<file path="src/rtl/mesc_pkg.sv">
// shared constants and types for the excitation and stop control block
package mesc_pkg;

    // register map, byte addresses on the lite bus
    localparam int ADDR_W = 4;
    localparam logic [ADDR_W-1:0] REG_CTRL = 4'h0;
    localparam logic [ADDR_W-1:0] REG_STAT = 4'h4;

    // control register fields
    localparam int CTRL_MODE_LSB = 0;
    localparam int CTRL_SEL_LSB = 2;
    localparam int CTRL_MAPD_BIT = 4;
    localparam int CTRL_MAPR_BIT = 5;
    localparam int CTRL_W = 6;
    localparam logic [CTRL_W-1:0] CTRL_RST = 6'h1c;

    // stop action select: bit set means deceleration stop, except in pulse mode
    localparam int SEL_STOP_DECEL_BIT = 0;
    localparam int SEL_COFF_DECEL_BIT = 1;
    localparam logic [1:0] SEL_RST = 2'h3;

    // status register fields
    localparam int STAT_STATE_LSB = 0;
    localparam int STAT_DRIVE_LSB = 4;

    // bus responses
    localparam logic [1:0] RESP_OKAY = 2'h0;
    localparam logic [1:0] RESP_SLVERR = 2'h2;

    // operation types
    typedef enum logic [1:0] {
        MODE_PULSE = 2'b00,
        MODE_STORED = 2'b01,
        MODE_MACRO = 2'b10,
        MODE_DIRECT = 2'b11
    } mesc_mode_e;

    // host control inputs, straight from the terminals
    typedef struct packed {
        logic free_input;
        logic excite_req_direct;
        logic excite_req_remote;
        logic deviation_clear_input;
        logic stop_deenergize_input;
        logic stop_input;
    } mesc_pins_s;

    localparam int PINS_W = 6;

    // drive outputs toward the power stage, profile and host
    typedef struct packed {
        logic pulse_accept_ready_output;
        logic ready_output;
        logic excite_on;
        logic brake_release;
        logic dyn_brake;
        logic pulse_in_disable;
        logic immed_stop;
        logic decel_stop;
        logic travel_clear;
        logic dev_clear;
        logic cmd_pos_latch;
        logic in_pos_inhibit;
    } mesc_drive_s;

    localparam int DRIVE_W = 12;

endpackage

</file>
<file path="src/rtl/mesc_sync.sv">
// two-flop synchroniser for the host control terminals
`timescale 1ns/10ps
module mesc_sync #(
    parameter int W = 1
) (
    input wire logic aclk,
    input wire logic aresetn,
    input wire logic [W-1:0] d_async,
    output logic [W-1:0] d_sync
);

    // one synchroniser pair per terminal
    for (genvar i = 0; i < W; i++) begin : g_bit
        logic meta_r;
        logic sync_r;
        always_ff @(posedge aclk) begin
            if (!aresetn) begin
                meta_r <= 1'b0;
                sync_r <= 1'b0;
            end else begin
                meta_r <= d_async[i];
                sync_r <= meta_r;
            end
        end
        assign d_sync[i] = sync_r;
    end

endmodule

</file>
<file path="src/rtl/mesc_ctrl.sv">
// excitation and stop control with a lite register slave
//
// Added by the designer: the register addresses and the AXI4-Lite slave port.
`timescale 1ns/10ps
module mesc_ctrl (
    input wire logic aclk,
    input wire logic aresetn,
    input wire mesc_pkg::mesc_pins_s pins_async,
    input wire logic motor_moving,
    input wire logic excite_settled,
    output mesc_pkg::mesc_drive_s drive,
    input wire logic [mesc_pkg::ADDR_W-1:0] s_axi_awaddr,
    input wire logic s_axi_awvalid,
    output logic s_axi_awready,
    input wire logic [31:0] s_axi_wdata,
    input wire logic [3:0] s_axi_wstrb,
    input wire logic s_axi_wvalid,
    output logic s_axi_wready,
    output logic [1:0] s_axi_bresp,
    output logic s_axi_bvalid,
    input wire logic s_axi_bready,
    input wire logic [mesc_pkg::ADDR_W-1:0] s_axi_araddr,
    input wire logic s_axi_arvalid,
    output logic s_axi_arready,
    output logic [31:0] s_axi_rdata,
    output logic [1:0] s_axi_rresp,
    output logic s_axi_rvalid,
    input wire logic s_axi_rready
);
    import mesc_pkg::*;

    // control sequence states
    typedef enum logic [3:0] {
        ST_OFF = 4'b0000,
        ST_EXCITING = 4'b0001,
        ST_RUN = 4'b0010,
        ST_DROP = 4'b0011,
        ST_DECEL = 4'b0100,
        ST_HALT = 4'b0101,
        ST_COFF = 4'b0110,
        ST_CLR = 4'b0111
    } mesc_fsm_e;

    // whole module state
    typedef struct packed {
        mesc_fsm_e st;
        logic coff_pend;
        mesc_drive_s drv;
        logic [CTRL_W-1:0] ctrl;
        logic awready;
        logic wready;
        logic aw_hold;
        logic w_hold;
        logic [ADDR_W-1:0] awaddr;
        logic [31:0] wdata;
        logic [3:0] wstrb;
        logic bvalid;
        logic [1:0] bresp;
        logic arready;
        logic rvalid;
        logic [31:0] rdata;
        logic [1:0] rresp;
    } mesc_state_s;

    mesc_state_s s_r;
    mesc_state_s s_nxt;
    logic [PINS_W-1:0] pins_sync;
    mesc_pins_s pins;
    mesc_mode_e mode;
    logic [1:0] stop_action_select;
    logic map_direct;
    logic map_remote;
    logic creq_eff;
    logic pulse_mode;
    logic stp_decel;
    logic coff_decel;
    logic lose_excite;

    // terminal inputs cross into the control clock
    mesc_sync #(
        .W(PINS_W)
    ) u_sync (
        .aclk(aclk),
        .aresetn(aresetn),
        .d_async(pins_async),
        .d_sync(pins_sync)
    );

    assign pins = pins_sync;

    // control register fields
    assign mode = mesc_mode_e'(s_r.ctrl[CTRL_MODE_LSB +: 2]);
    assign stop_action_select = s_r.ctrl[CTRL_SEL_LSB +: 2];
    assign map_direct = s_r.ctrl[CTRL_MAPD_BIT];
    assign map_remote = s_r.ctrl[CTRL_MAPR_BIT];
    assign pulse_mode = (mode == MODE_PULSE);

    // effective excitation request from terminal mapping
    always_comb begin
        creq_eff = 1'b1;
        if (map_direct && map_remote) begin
            creq_eff = pins.excite_req_direct && pins.excite_req_remote;
        end else if (map_direct) begin
            creq_eff = pins.excite_req_direct;
        end else if (map_remote) begin
            creq_eff = pins.excite_req_remote;
        end
    end

    assign stp_decel = !pulse_mode && stop_action_select[SEL_STOP_DECEL_BIT];
    assign coff_decel = !pulse_mode && stop_action_select[SEL_COFF_DECEL_BIT];
    assign lose_excite = pins.free_input || !creq_eff;

    // next state: sequence, outputs and bus slave
    always_comb begin
        s_nxt = s_r;
        s_nxt.drv.immed_stop = 1'b0;
        s_nxt.drv.travel_clear = 1'b0;
        s_nxt.drv.cmd_pos_latch = 1'b0;

        unique case (s_r.st)
            ST_OFF: begin
                if (creq_eff && !pins.free_input &&
                    !pins.stop_deenergize_input) begin
                    s_nxt.st = ST_EXCITING;
                end
            end
            ST_EXCITING: begin
                if (lose_excite) begin
                    s_nxt.st = ST_OFF;
                end else if (excite_settled) begin
                    s_nxt.st = ST_RUN;
                end
            end
            ST_RUN: begin
                if (lose_excite) begin
                    s_nxt.st = ST_DROP;
                end else if (pins.stop_deenergize_input) begin
                    if (coff_decel) begin
                        s_nxt.st = ST_DECEL;
                        s_nxt.coff_pend = 1'b1;
                    end else begin
                        s_nxt.st = ST_COFF;
                        s_nxt.drv.immed_stop = 1'b1;
                        s_nxt.drv.cmd_pos_latch = 1'b1;
                        s_nxt.drv.travel_clear = !pulse_mode;
                    end
                end else if (pins.deviation_clear_input) begin
                    s_nxt.st = ST_CLR;
                    s_nxt.drv.immed_stop = 1'b1;
                    s_nxt.drv.travel_clear = !pulse_mode;
                end else if (pins.stop_input) begin
                    s_nxt.coff_pend = 1'b0;
                    if (stp_decel) begin
                        s_nxt.st = ST_DECEL;
                    end else begin
                        s_nxt.st = ST_HALT;
                        s_nxt.drv.immed_stop = 1'b1;
                        s_nxt.drv.cmd_pos_latch = 1'b1;
                        s_nxt.drv.travel_clear = !pulse_mode;
                    end
                end
            end
            ST_DROP: begin
                s_nxt.st = ST_OFF;
            end
            ST_DECEL: begin
                if (lose_excite) begin
                    s_nxt.st = ST_DROP;
                end else if (!motor_moving) begin
                    s_nxt.drv.travel_clear = 1'b1;
                    if (s_r.coff_pend && pins.stop_deenergize_input) begin
                        s_nxt.st = ST_COFF;
                    end else if (!s_r.coff_pend && pins.stop_input) begin
                        s_nxt.st = ST_HALT;
                    end else begin
                        s_nxt.st = ST_RUN;
                    end
                    s_nxt.coff_pend = 1'b0;
                end
            end
            ST_HALT: begin
                if (lose_excite) begin
                    s_nxt.st = ST_DROP;
                end else if (pins.stop_deenergize_input) begin
                    s_nxt.st = ST_COFF;
                end else if (!pins.stop_input) begin
                    s_nxt.st = ST_RUN;
                end
            end
            ST_COFF: begin
                if (!creq_eff) begin
                    s_nxt.st = ST_OFF;
                end else if (!pins.stop_deenergize_input &&
                             !pins.free_input) begin
                    s_nxt.st = ST_EXCITING;
                end
            end
            ST_CLR: begin
                if (lose_excite) begin
                    s_nxt.st = ST_DROP;
                end else if (!pins.deviation_clear_input) begin
                    s_nxt.st = ST_RUN;
                end
            end
            default: begin
                s_nxt.st = ST_OFF;
            end
        endcase

        // level outputs follow the next state
        // readies only once excited and running
        s_nxt.drv.pulse_accept_ready_output = (s_nxt.st == ST_RUN);
        s_nxt.drv.ready_output = (s_nxt.st == ST_RUN);
        s_nxt.drv.excite_on = (s_nxt.st == ST_EXCITING) ||
                              (s_nxt.st == ST_RUN) ||
                              (s_nxt.st == ST_DROP) ||
                              (s_nxt.st == ST_DECEL) ||
                              (s_nxt.st == ST_HALT) ||
                              (s_nxt.st == ST_CLR);
        // brake freed once excitation settled, or when free is held while off
        s_nxt.drv.brake_release = (s_nxt.st == ST_RUN) ||
                                  (s_nxt.st == ST_DECEL) ||
                                  (s_nxt.st == ST_HALT) ||
                                  (s_nxt.st == ST_CLR) ||
                                  (((s_nxt.st == ST_OFF) ||
                                    (s_nxt.st == ST_COFF)) &&
                                   pins.free_input);
        s_nxt.drv.dyn_brake = (s_nxt.st == ST_OFF) && !creq_eff &&
                              !pins.free_input;
        // pulse input held off while stopped in pulse mode
        s_nxt.drv.pulse_in_disable = pulse_mode &&
                                     ((s_nxt.st == ST_HALT) ||
                                      (s_nxt.st == ST_COFF) ||
                                      (s_nxt.st == ST_CLR) ||
                                      (s_nxt.st == ST_DECEL));
        s_nxt.drv.decel_stop = (s_nxt.st == ST_DECEL);
        s_nxt.drv.dev_clear = (s_nxt.st == ST_CLR);
        s_nxt.drv.in_pos_inhibit = (s_nxt.st == ST_DECEL) ||
                                   (s_nxt.st == ST_HALT) ||
                                   (s_nxt.st == ST_COFF) ||
                                   (s_nxt.st == ST_CLR);

        // write address and data taken independently
        if (s_axi_awvalid && s_r.awready) begin
            s_nxt.aw_hold = 1'b1;
            s_nxt.awaddr = s_axi_awaddr;
            s_nxt.awready = 1'b0;
        end
        if (s_axi_wvalid && s_r.wready) begin
            s_nxt.w_hold = 1'b1;
            s_nxt.wdata = s_axi_wdata;
            s_nxt.wstrb = s_axi_wstrb;
            s_nxt.wready = 1'b0;
        end

        // write commit once both halves are held
        if (s_r.aw_hold && s_r.w_hold && !s_r.bvalid) begin
            s_nxt.aw_hold = 1'b0;
            s_nxt.w_hold = 1'b0;
            s_nxt.bvalid = 1'b1;
            s_nxt.bresp = RESP_SLVERR;
            if (s_r.awaddr == REG_CTRL) begin
                s_nxt.bresp = RESP_OKAY;
                if (s_r.wstrb[0]) begin
                    s_nxt.ctrl = s_r.wdata[CTRL_W-1:0];
                end
            end
        end

        // write response handshake reopens both channels
        if (s_r.bvalid && s_axi_bready) begin
            s_nxt.bvalid = 1'b0;
            s_nxt.awready = 1'b1;
            s_nxt.wready = 1'b1;
        end

        // read address taken, data one cycle later
        if (s_axi_arvalid && s_r.arready) begin
            s_nxt.arready = 1'b0;
            s_nxt.rvalid = 1'b1;
            s_nxt.rdata = 32'h0000_0000;
            s_nxt.rresp = RESP_OKAY;
            if (s_axi_araddr == REG_CTRL) begin
                s_nxt.rdata[CTRL_W-1:0] = s_r.ctrl;
            end else if (s_axi_araddr == REG_STAT) begin
                s_nxt.rdata[STAT_STATE_LSB +: 4] = s_r.st;
                s_nxt.rdata[STAT_DRIVE_LSB +: DRIVE_W] = s_r.drv;
            end else begin
                s_nxt.rresp = RESP_SLVERR;
            end
        end

        // read data handshake
        if (s_r.rvalid && s_axi_rready) begin
            s_nxt.rvalid = 1'b0;
            s_nxt.arready = 1'b1;
        end
    end

    // state register, synchronous reset
    always_ff @(posedge aclk) begin
        if (!aresetn) begin
            s_r <= '0;
            s_r.ctrl <= CTRL_RST;
            s_r.awready <= 1'b1;
            s_r.wready <= 1'b1;
            s_r.arready <= 1'b1;
        end else begin
            s_r <= s_nxt;
        end
    end

    // outputs straight from the state register
    assign drive = s_r.drv;
    assign s_axi_awready = s_r.awready;
    assign s_axi_wready = s_r.wready;
    assign s_axi_bvalid = s_r.bvalid;
    assign s_axi_bresp = s_r.bresp;
    assign s_axi_arready = s_r.arready;
    assign s_axi_rvalid = s_r.rvalid;
    assign s_axi_rdata = s_r.rdata;
    assign s_axi_rresp = s_r.rresp;

endmodule

</file>
<file path="config.mk">
export PLATFORM = sky130hd
export DESIGN_NAME = mesc_ctrl
export DESIGN_NICKNAME = d
export VERILOG_FILES = /design/src/rtl/mesc_pkg.sv /design/src/rtl/mesc_sync.sv /design/src/rtl/mesc_ctrl.sv
export SDC_FILE = /design/constraint.sdc
export NUM_CORES = 1
export LEC_CHECK = 0
export BUFFER_PORTS_ARGS = -buffer_cell sky130_fd_sc_hd__buf_2
export CORE_ASPECT_RATIO = 2
export CORE_MARGIN = 2
export CORE_UTILIZATION = 29
export DETAILED_ROUTE_END_ITERATION = 16
export SYNTH_ARGS = -nofsm -noshare
export SYNTH_HDL_FRONTEND = slang
export SYNTH_SLANG_ARGS = --single-unit
</file>
<file path="constraint.sdc">
create_clock -name aclk -period 4.2 [get_ports aclk]
set_clock_uncertainty 0.05 [all_clocks]
set_input_delay 1.26 -clock aclk [delete_from_list [all_inputs] [get_ports aclk]]
set_output_delay 1.26 -clock aclk [all_outputs]
set_load 0.01 [all_outputs]
</file>
=== Yosys cells after proc, flatten, opt, wreduce, memory -nomap -nowiden ===
Index checks and enable logic that the tools add are counted.

* Flip-flop bits (word level): 72
* Bits of input ports: 59

* Eq/ne operators: 20
* Mux-type cells: 51
* Bitwise logic cells: 2
* Reduce and logical (&&, ||, !) cells: 55

{| class="wikitable"
|+ Operator list
! kind !! number
|-
| $mux 4 || 14
|-
| $eq 4x3->1 const B || 9
|-
| $pmux 4 s7 || 1
|-
| $mux 1 || 23
|-
| $logic_and 1x1->1 || 20
|-
| $logic_or 1x1->1 || 17
|-
| $logic_not 4->1 || 4
|-
| $mux 16 || 1
|-
| $mux 5 || 3
|-
| $eq 4x2->1 const B || 3
|-
| $mux 10 || 1
|-
| $eq 4x1->1 const B || 2
|-
| $mux 2 || 4
|-
| $reduce_and 7->1 || 1
|-
| $logic_not 1->1 || 6
|-
| $mux 6 || 1
|-
| $ne 2x2->1 const B || 3
|-
| $reduce_or 2->1 || 3
|-
| $pmux 1 s2 || 2
|-
| $mux 3 || 1
|-
| $ne 3x1->1 const B || 1
|-
| $ne 3x2->1 const B || 1
|-
| $ne 3x3->1 const B || 1
|-
| $reduce_and 3->1 || 1
|-
| other kinds (4) || 5
|}

=== Logic depth before layout (Yosys ltp) ===
Gate-level depths: netlist of run 1.

* Depth in word-level cells: 15
* Gate-level depth with buffers: 8
* Gate-level depth less buffers: 7

=== Cells and area by module ===
A second synthesis of run 1 with hierarchy kept.

* Cell total of the unflattened synthesis: 365
* Area, all modules: 3251.9 um^2

{| class="wikitable"
|+ By module, submodules not included
! module !! times used !! cells an instance !! area an instance (um^2)
|-
| mesc_ctrl || 1 || 334 || 2870.3
|-
| mesc_sync || 1 || 31 || 381.6
|}

=== Worst setup path before layout of run 1 ===
No wires, ideal clock.

* Path kind: input -> register
* Start: in motor_moving
* End: reg s_r, in the netlist drive[8]
* Setup time: 122 ps
* Data arrival time: 2736 ps
* Required time: 4028 ps
* Slack: 1292 ps
* Stages on the path: 5
* Cells stage by stage: o32a_1 -> o32a_1 -> o221ai_4 -> or4b_1 -> o311a_1

* Longest elaborated chain between the ends: 8
* Elaborated cells between the ends (all ways): 15

{| class="wikitable"
|+ RTL lines
! element !! RTL line !! source
|-
| start, declared || mesc_ctrl.sv:9 || <nowiki>input wire logic motor_moving,</nowiki>
|-
| $mux 5 (*) || mesc_ctrl.sv:170 || <nowiki>end else if (!motor_moving) begin</nowiki>
|-
| $mux 4 (*) || mesc_ctrl.sv:168 || <nowiki>if (lose_excite) begin</nowiki>
|-
| $pmux 4 s7 (*) || mesc_ctrl.sv:121 || <nowiki>unique case (s_r.st)</nowiki>
|-
| $eq 4x2->1 / $eq 4x3->1 (equally long branches) || mesc_ctrl.sv:222, mesc_ctrl.sv:223 ||
|-
| $logic_or 1x1->1 || mesc_ctrl.sv:222 || <nowiki>s_nxt.drv.brake_release = (s_nxt.st == ST_RUN) ||</nowiki>
|-
| $logic_or 1x1->1 || mesc_ctrl.sv:223 || <nowiki>(s_nxt.st == ST_DECEL) ||</nowiki>
|-
| $logic_or 1x1->1 || mesc_ctrl.sv:224 || <nowiki>(s_nxt.st == ST_HALT) ||</nowiki>
|-
| $logic_or 1x1->1 (*) || mesc_ctrl.sv:225 || <nowiki>(s_nxt.st == ST_CLR) ||</nowiki>
|-
| end signal, assigned || mesc_ctrl.sv:310 || <nowiki>s_r <= s_nxt;</nowiki>
|-
| end, declared || mesc_ctrl.sv:65 || <nowiki>mesc_state_s s_r;</nowiki>
|}

Every way passes the cells marked *; elsewhere a longest branch is shown, timed or not. The select of a mux whose other input is x is not followed.
A chain may end at the register's enable or synchronous reset.

=== Final worst setup path of run 1 ===
Ends and elaborated chain as after synthesis.

==> results of run 1 <==
[cell usage after synthesis (2+ instances only)]
| cell | n |
|---|---|
| nand2b_1 | 4 |
| nor3b_1 | 2 |
| a211oi_1 | 7 |
| buf_2 | 3 |
| a22oi_1 | 11 |
| nor3_1 | 6 |
| buf_4 | 49 |
| mux2i_1 | 13 |
| nand2_1 | 25 |
| a2111oi_0 | 2 |
| and3_1 | 2 |
| o21ai_0 | 8 |
| dfxtp_1 | 69 |
| nor4_1 | 3 |
| a21oi_1 | 25 |
| or2_1 | 2 |
| or2_2 | 3 |
| or3_1 | 2 |
| nand3_1 | 14 |
| a211o_1 | 3 |
| o32a_1 | 2 |
| clkbuf_1 | 12 |
| nor2b_4 | 2 |
| and2_1 | 14 |
| inv_1 | 14 |
| nor2_1 | 38 |
[layer usage]
layer	wire, µm	track usage
met5	0	0
met4	324	0.0938
met3	354	0.0292
met2	4170	0.255
met1	2690	0.124
[cell type report]
type                    count  area (µm²)
fillers                  1133        6940
clock buffers               9         225
multi-input cells         228        1340
well taps                 137         171
clock inverters             7        83.8
flip-flops and latches     69        1380
repair buffers             68         350
inverters                  15        56.3
[power groups by stage]
stage                     clock network (mW)  logic [mW]  registers [mW]
after floorplan                            0      0.0834           0.700
after global placement                     0      0.0975           0.707
after detailed placement                   0      0.0985           0.707
after CTS                              0.792      0.0987           0.693
after global routing                   0.823       0.108           0.695
final                                  0.774      0.0967           0.693
[final timing paths]
kind	startpoint	to	slack (ns)	cells past startpoint
worst max-delay path	motor_moving	drive[8]	1.33	6
worst min-delay path	u_sync.g_bit[3].meta_r	u_sync.g_bit[3].sync_r	0.38	1
worst max register to register	map_remote	drive[8]	1.70	6
worst min register to register	u_sync.g_bit[3].meta_r	u_sync.g_bit[3].sync_r	0.38	1
[flip-flops by register name (all words and copies together), names as in the netlist]
signal,count
s_axi_rvalid,1
s_axi_awready,1
s_axi_rresp,1
map_direct,1
mode,2
s_axi_bvalid,1
s_axi_wready,1
s_axi_bresp,1
s_r,20
s_axi_arready,1
s_axi_rdata,15
drive,11
map_remote,1
u_sync.g_bit.sync_r,6
u_sync.g_bit.meta_r,6
[cells by family after synthesis]
kind of cell    count (synthesis)
other cells                     1
buf+inv                        80
simple gates                  121
mux                            14
compound gates                 74
flops                          69
[per-stage QoR]
stage / instance area [µm²] / utilization / hold WS (ns) / instances / worst slack [ns]
finish: 3600 / 0.342 / 0.382 / 533 / 1.33
global route: 3600 / 0.342 / 0.410 / 533 / 1.26
CTS: 3600 / 0.342 / 0.384 / 533 / 1.34
detailed placement: 3300 / 0.313 / 0.371 / 517 / 0.993
global placement: 3300 / 0.313 / 0.367 / 517 / 0.996
floorplan: 3210 / - / 0.362 / 377 / 1.29
==> metrics.md, run 1 <==
| Metric | Value |
|---|---|
| Outcome | complete, no violations |
| Synth Area in Adders | 0 |
| Maximum vdd drop | 0.193 mV |
| P_sw | 0.381 mW |
| Pwr/cell area | 434 nW/µm² |
| Number of port buffers | 64 |
| Simple-gate portion of the synthesized area | 0.193 |
| Routability cong. | 1.01 |
| First-pass GRT wire length | 11,900 µm |
| Share of the synthesized area in the top cell type | 0.440 |
| Grt total ovfl | 0 |
| Critical path fanouts, max | 9 |
| Largest family of logic cells by synthesized area | simple AND/OR/NAND/NOR gates |
| Crit-path cells | buf_2, o32a_1, o32a_1, o221ai_4, or4b_1, o311a_1 |
| # rows | 53 |
| Crit path arrival time | 3.05 ns |
| Cells after Synth | 359 |
| Final min period | 2.87 ns |
| Share of cells above drive strength 1 | 0.237 |
| Leak Pwr | 1.62 nW |
| Total CTS buffers | 9 |
| Synth unique cells | 50 |
| Layout Area Growth over Synthesis | 14.9% |
| Synth Area in XOR/XNOR | 0 |
| Gate power share | 0.062 |
| Routed WL | 7530 µm |
| Die height | 151 µm |
| Pwr Total | 1.56 mW |
| I/O pin total | 112 |
| Most common cell after layout, fill and taps aside | dfxtp_1 |
| Crit-path slowest cell | or4b_1 |
| CP bufs+invs | 1 |
| Htree depth | 3 |
| Crit share post-route | 0.683 |
| FF+latch count, synth | 69 |
| Slew Viols, Final | 0 |
| CTS clock-pin slew for the worst setup and hold paths | 0.06 ns |
| Post-cts resize count | 0 |
| DRC Markers | 0 |
| CP peak stage delay | 0.46 ns |
| Routed len/inst | 14.1 µm |
| CTS tree | done |
| Seq pwr share | 0.443 |
| Max-cap violations | 0 |
| Most frequent cells in the layout | dfxtp_1 (69), buf_2 (64), nor2_1 (38) |
| Final setup fails | 0 |
| Mux cell area share after synthesis | 0.0451 |
| Post-synth EDFFs | 0 |
| RSZ-0062 raised after global routing | false |
| DR iter-0 viols | 86 |
| Synth Cell Area | 3140 µm² |
| CP required | 4.38 ns |
| Crit path kind | input port to flop |
| Initial Util | 0.298 |
| Fmax | 349 MHz |
| Mean post-synth cell area | 8.74 µm² |
| Final HPWL DP | 5800 µm |
| Least-Margin Pin Slew | 0.986 ns |
| Clock Path Buffers | 2 |
| Most used cell, CP | o32a_1 |
| Post-synth ARST share | 0 |
| All-Layer GR Usage | 0.134 |
| Chip Width | 77.6 µm |
| Setup tns final | 0 ns |
| Sw Ratio | 0.244 |
| Primary FF master, synth | dfxtp_1 |
| Power Internal | 1.18 mW |
| Final Hold Fails | 0 |
| ANT cells | 0 |
| Critical Path End Type | flop |
| First drt pass iteration count | 4 |
| Routed vias/inst | 4.60 |
| Fin nets | 450 |
| Clock Latency Late Sink | 0.34 ns |
| Cell taking the most area after synthesis | dfxtp_1 |
| Clk sinks | 69 |
| Seq/Total Area, Yosys | 0.440 |
| Clk root buf | clkbuf_16 |
| Post-CTS Repair Setup Buffers | 0 |
| Antenna-violating nets left | 0 |
| Initial antenna violation count | 0 |
| Ys Warns | 0 |
| Vias | 2,454 |
| Synth Area in Compound Gates | 0.165 |
| Slew Limit Headroom | 0.342 |
| Clk pwr share | 0.495 |
| Top delay family on crit path | compound AO/OA/AOI/OAI gates |
| Startpoint class of the critical path | input port |
| Worst hold path class | flop to flop |
| Largest cells by area after synthesis | dfxtp_1 (44%), buf_4 (12%), nor2_1 (4.5%), mux2i_1 (4.1%), a21oi_1 (4.0%) |
| Pin count of the biggest net entering global routing | 33 |
| Core footprint | 10,500 µm² |
| Number of global-route vias before repair | 2,373 |
| Hold Buf Count CTS | 0 |
| Die footprint | 11,700 µm² |
Power figures use the tool's default switching activity.
==> run 2, diff against run 1 <==
- ABC_AREA: default -> 1
- clock period: 4.2 -> 2.6 ns (I/O delays scaled with it)
==> run 2 against run 1 <==
Effect of this change: via count grew 10%; setup slack lost 0.65 ns; total power grew 57%; combinational power grew 120%; die area grew 3.4%; clock power grew 43%; register-to-register slack lost 1.0 ns; critical path depth grew 7; cell count grew 17%; synthesized cell count grew 22%.
==> metrics.md, run 2 <==
| Metric | Value |
|---|---|
| Outcome | complete, no violations |
| Fill cells | 1,193 |
| Crit share post-route | 0.738 |
| Clk root buf | clkbuf_16 |
| Synth Cell Area | 3250 µm² |
| CTS tree | done |
| First drt pass iteration count | 4 |
| Area of the multi-input gates | 1320 µm² |
| Critical Path End Type | flop |
| Core footprint | 10,900 µm² |
| Number of port buffers | 64 |
| Chip Width | 78.9 µm |
| Commonest cells post-synth | nand2_1 (89), dfxtp_1 (69), nor2_1 (50) |
| Fin nets | 536 |
| Clock Latency Late Sink | 0.33 ns |
| Pwr/cell area | 659 nW/µm² |
| RSZ-0062 raised after global routing | false |
| Largest cells by area after synthesis | dfxtp_1 (42%), buf_4 (11%), nand2_1 (10%), nor2_1 (5.8%), inv_1 (5.0%) |
| Sequential cell area | 1380 µm² |
| Layout Area Growth over Synthesis | 14.4% |
| Worst hold path class | flop to flop |
| Initial antenna violation count | 0 |
| Routed len/inst | 12.3 µm |
| Synth unique cells | 33 |
| I/O pin total | 112 |
| Most frequent cells in the layout | nand2_1 (89), dfxtp_1 (69), buf_2 (64) |
| Cell taking the most area after synthesis | dfxtp_1 |
| Share of cells above drive strength 1 | 0.257 |
| CTS clock-pin slew for the worst setup and hold paths | 0.06 ns |
| Share of the synthesized area in the top cell type | 0.425 |
| Mean post-synth cell area | 7.42 µm² |
| Slew Viols, Final | 0 |
| Hold slack | 0.358 ns |
| Top reg by flops | s_r |
| Top delay family on crit path | simple AND/OR/NAND/NOR gates |
| Fin util | 0.340 |
| Clk sinks | 69 |
| Fmax | 521 MHz |
| Inst Count DP | 606 |
| ANT cells | 0 |
| Htree depth | 3 |
| # rows | 54 |
| FF+latch count, synth | 69 |
| Grt total ovfl | 0 |
| Die footprint | 12,100 µm² |
| Post-synth ARST share | 0 |
| Final HPWL DP | 6020 µm |
| Routability cong. | 0.861 |
| DRC Markers | 0 |
| Leak Pwr | 1.88 nW |
| Crit path arrival time | 2.08 ns |
| Post-CTS Repair Setup Buffers | 0 |
| Antenna-violating nets left | 0 |
| First-pass GRT wire length | 12,100 µm |
| Non-Filler Instances | 622 |
| Routed vias/inst | 4.34 |
| CP peak stage delay | 0.60 ns |
| Max-cap violations | 0 |
| Startpoint class of the critical path | flop |
| Post-cts resize count | 0 |
| Crit path kind | flop to flop |
| CP bufs+invs | 2 |
| Top-count cell post-synth | nand2_1 |
| All-Layer GR Usage | 0.130 |
| CP required | 2.76 ns |
| Reg2reg setup slack | 0.68 ns |
| Initial Util | 0.297 |
| Most common cell after layout, fill and taps aside | nand2_1 |
| Crit-path slowest cell | dfxtp_1 |
| Ys Warns | 0 |
| Primary FF master, synth | dfxtp_1 |
| DR iter-0 viols | 137 |
| Maximum vdd drop | 0.293 mV |
| Seq/Total Area, Yosys | 0.425 |
| Final Hold Fails | 0 |
| Cells after Synth | 438 |
| Die height | 154 µm |
| Vias | 2,701 |
| Final min period | 1.92 ns |
| Final setup fails | 0 |
| Crit-path cells | inv_2, o21ai_0, nand2_1, nand3_1, nand2_1, nand2_1, inv_1, nand2_1, nand2_1, nand2_1, nand2_1, nor2_1, nor2_1 |
| Hold Buf Count CTS | 0 |
| Pwr Total | 2.45 mW |
| Routed WL | 7640 µm |
| Pin count of the biggest net entering global routing | 34 |
| Clock Path Buffers | 2 |
| Setup tns final | 0 ns |
| Max reg flops | 20 |
| Critical path fanouts, max | 9 |
| Number of global-route vias before repair | 2,501 |
| Total CTS buffers | 9 |
| Post-synth EDFFs | 0 |
| Most used cell, CP | nand2_1 |
==> run 2: path summary, 6_finish.rpt <==
| check | from | depth (start not counted) | endpoint |
|---|---|---|---|
| worst min register to register | u_sync.g_bit[0].meta_r | 2 | u_sync.g_bit[0].sync_r |
| worst max register to register | s_r[103] | 13 | drive[8] |
| worst min-delay path | u_sync.g_bit[0].meta_r | 2 | u_sync.g_bit[0].sync_r |
| worst max-delay path | s_r[103] | 13 | drive[8] |
==> run 2: cell families (layout without fill, tap and decap cells) <==
family	count (synthesis)	in the layout	share of synthesized area
flops	69	69	0.425
buf+inv	113	139	0.189
other cells	1	19	0.00115
simple gates	193	193	0.282
compound gates	62	62	0.104
==> run 2: worst register-to-register path: cells and delay by family, from the launching register on <==
| kind | cells | cell delay (ns) |
|---|---|---|
| and+or+nand+nor | 10 | 0.80 |
| DFF | 1 | 0.60 |
| AOI/OAI and AO/OA | 1 | 0.17 |
| buffers and inverters | 2 | 0.18 |
==> run 2: metal layers <==
layer,routed length [µm],part of all wire,up-vias,global-route usage
met2,4190,0.55,86,0.240
li1,-,-,1400,-
met1,2730,0.36,1196,0.127
met4,363,0.047,0,0.0813
met5,0,0,-,0
met3,360,0.047,19,0.0293
==> run 2: stage by stage <==
stage / cell area [µm²] / worst slack [ns]
finish: 3720 / 0.682
global route: 3720 / 0.452
CTS: 3720 / 0.695
detailed placement: 3440 / 0.503
global placement: 3440 / 0.510
floorplan: 3320 / 0.765
==> run 2: power by group <==
part | switching (mW) | total [mW] | internal [mW] | leakage, nW
Sequential | 0.0261 | 1.13 | 1.11 | 0.565
Combinational | 0.135 | 0.208 | 0.0726 | 1.18
Clock | 0.445 | 1.11 | 0.666 | 0.134
==> run 2: final cells by class <==
cell class / instances / area share
Inverter: 55 / 0.0562
Clock buffer: 10 / 0.0643
Tap cell: 140 / 0.0471
Timing Repair Buffer: 68 / 0.0942
Sequential cell: 69 / 0.372
Clock inverter: 6 / 0.0104
Multi-Input combinational cell: 274 / 0.356
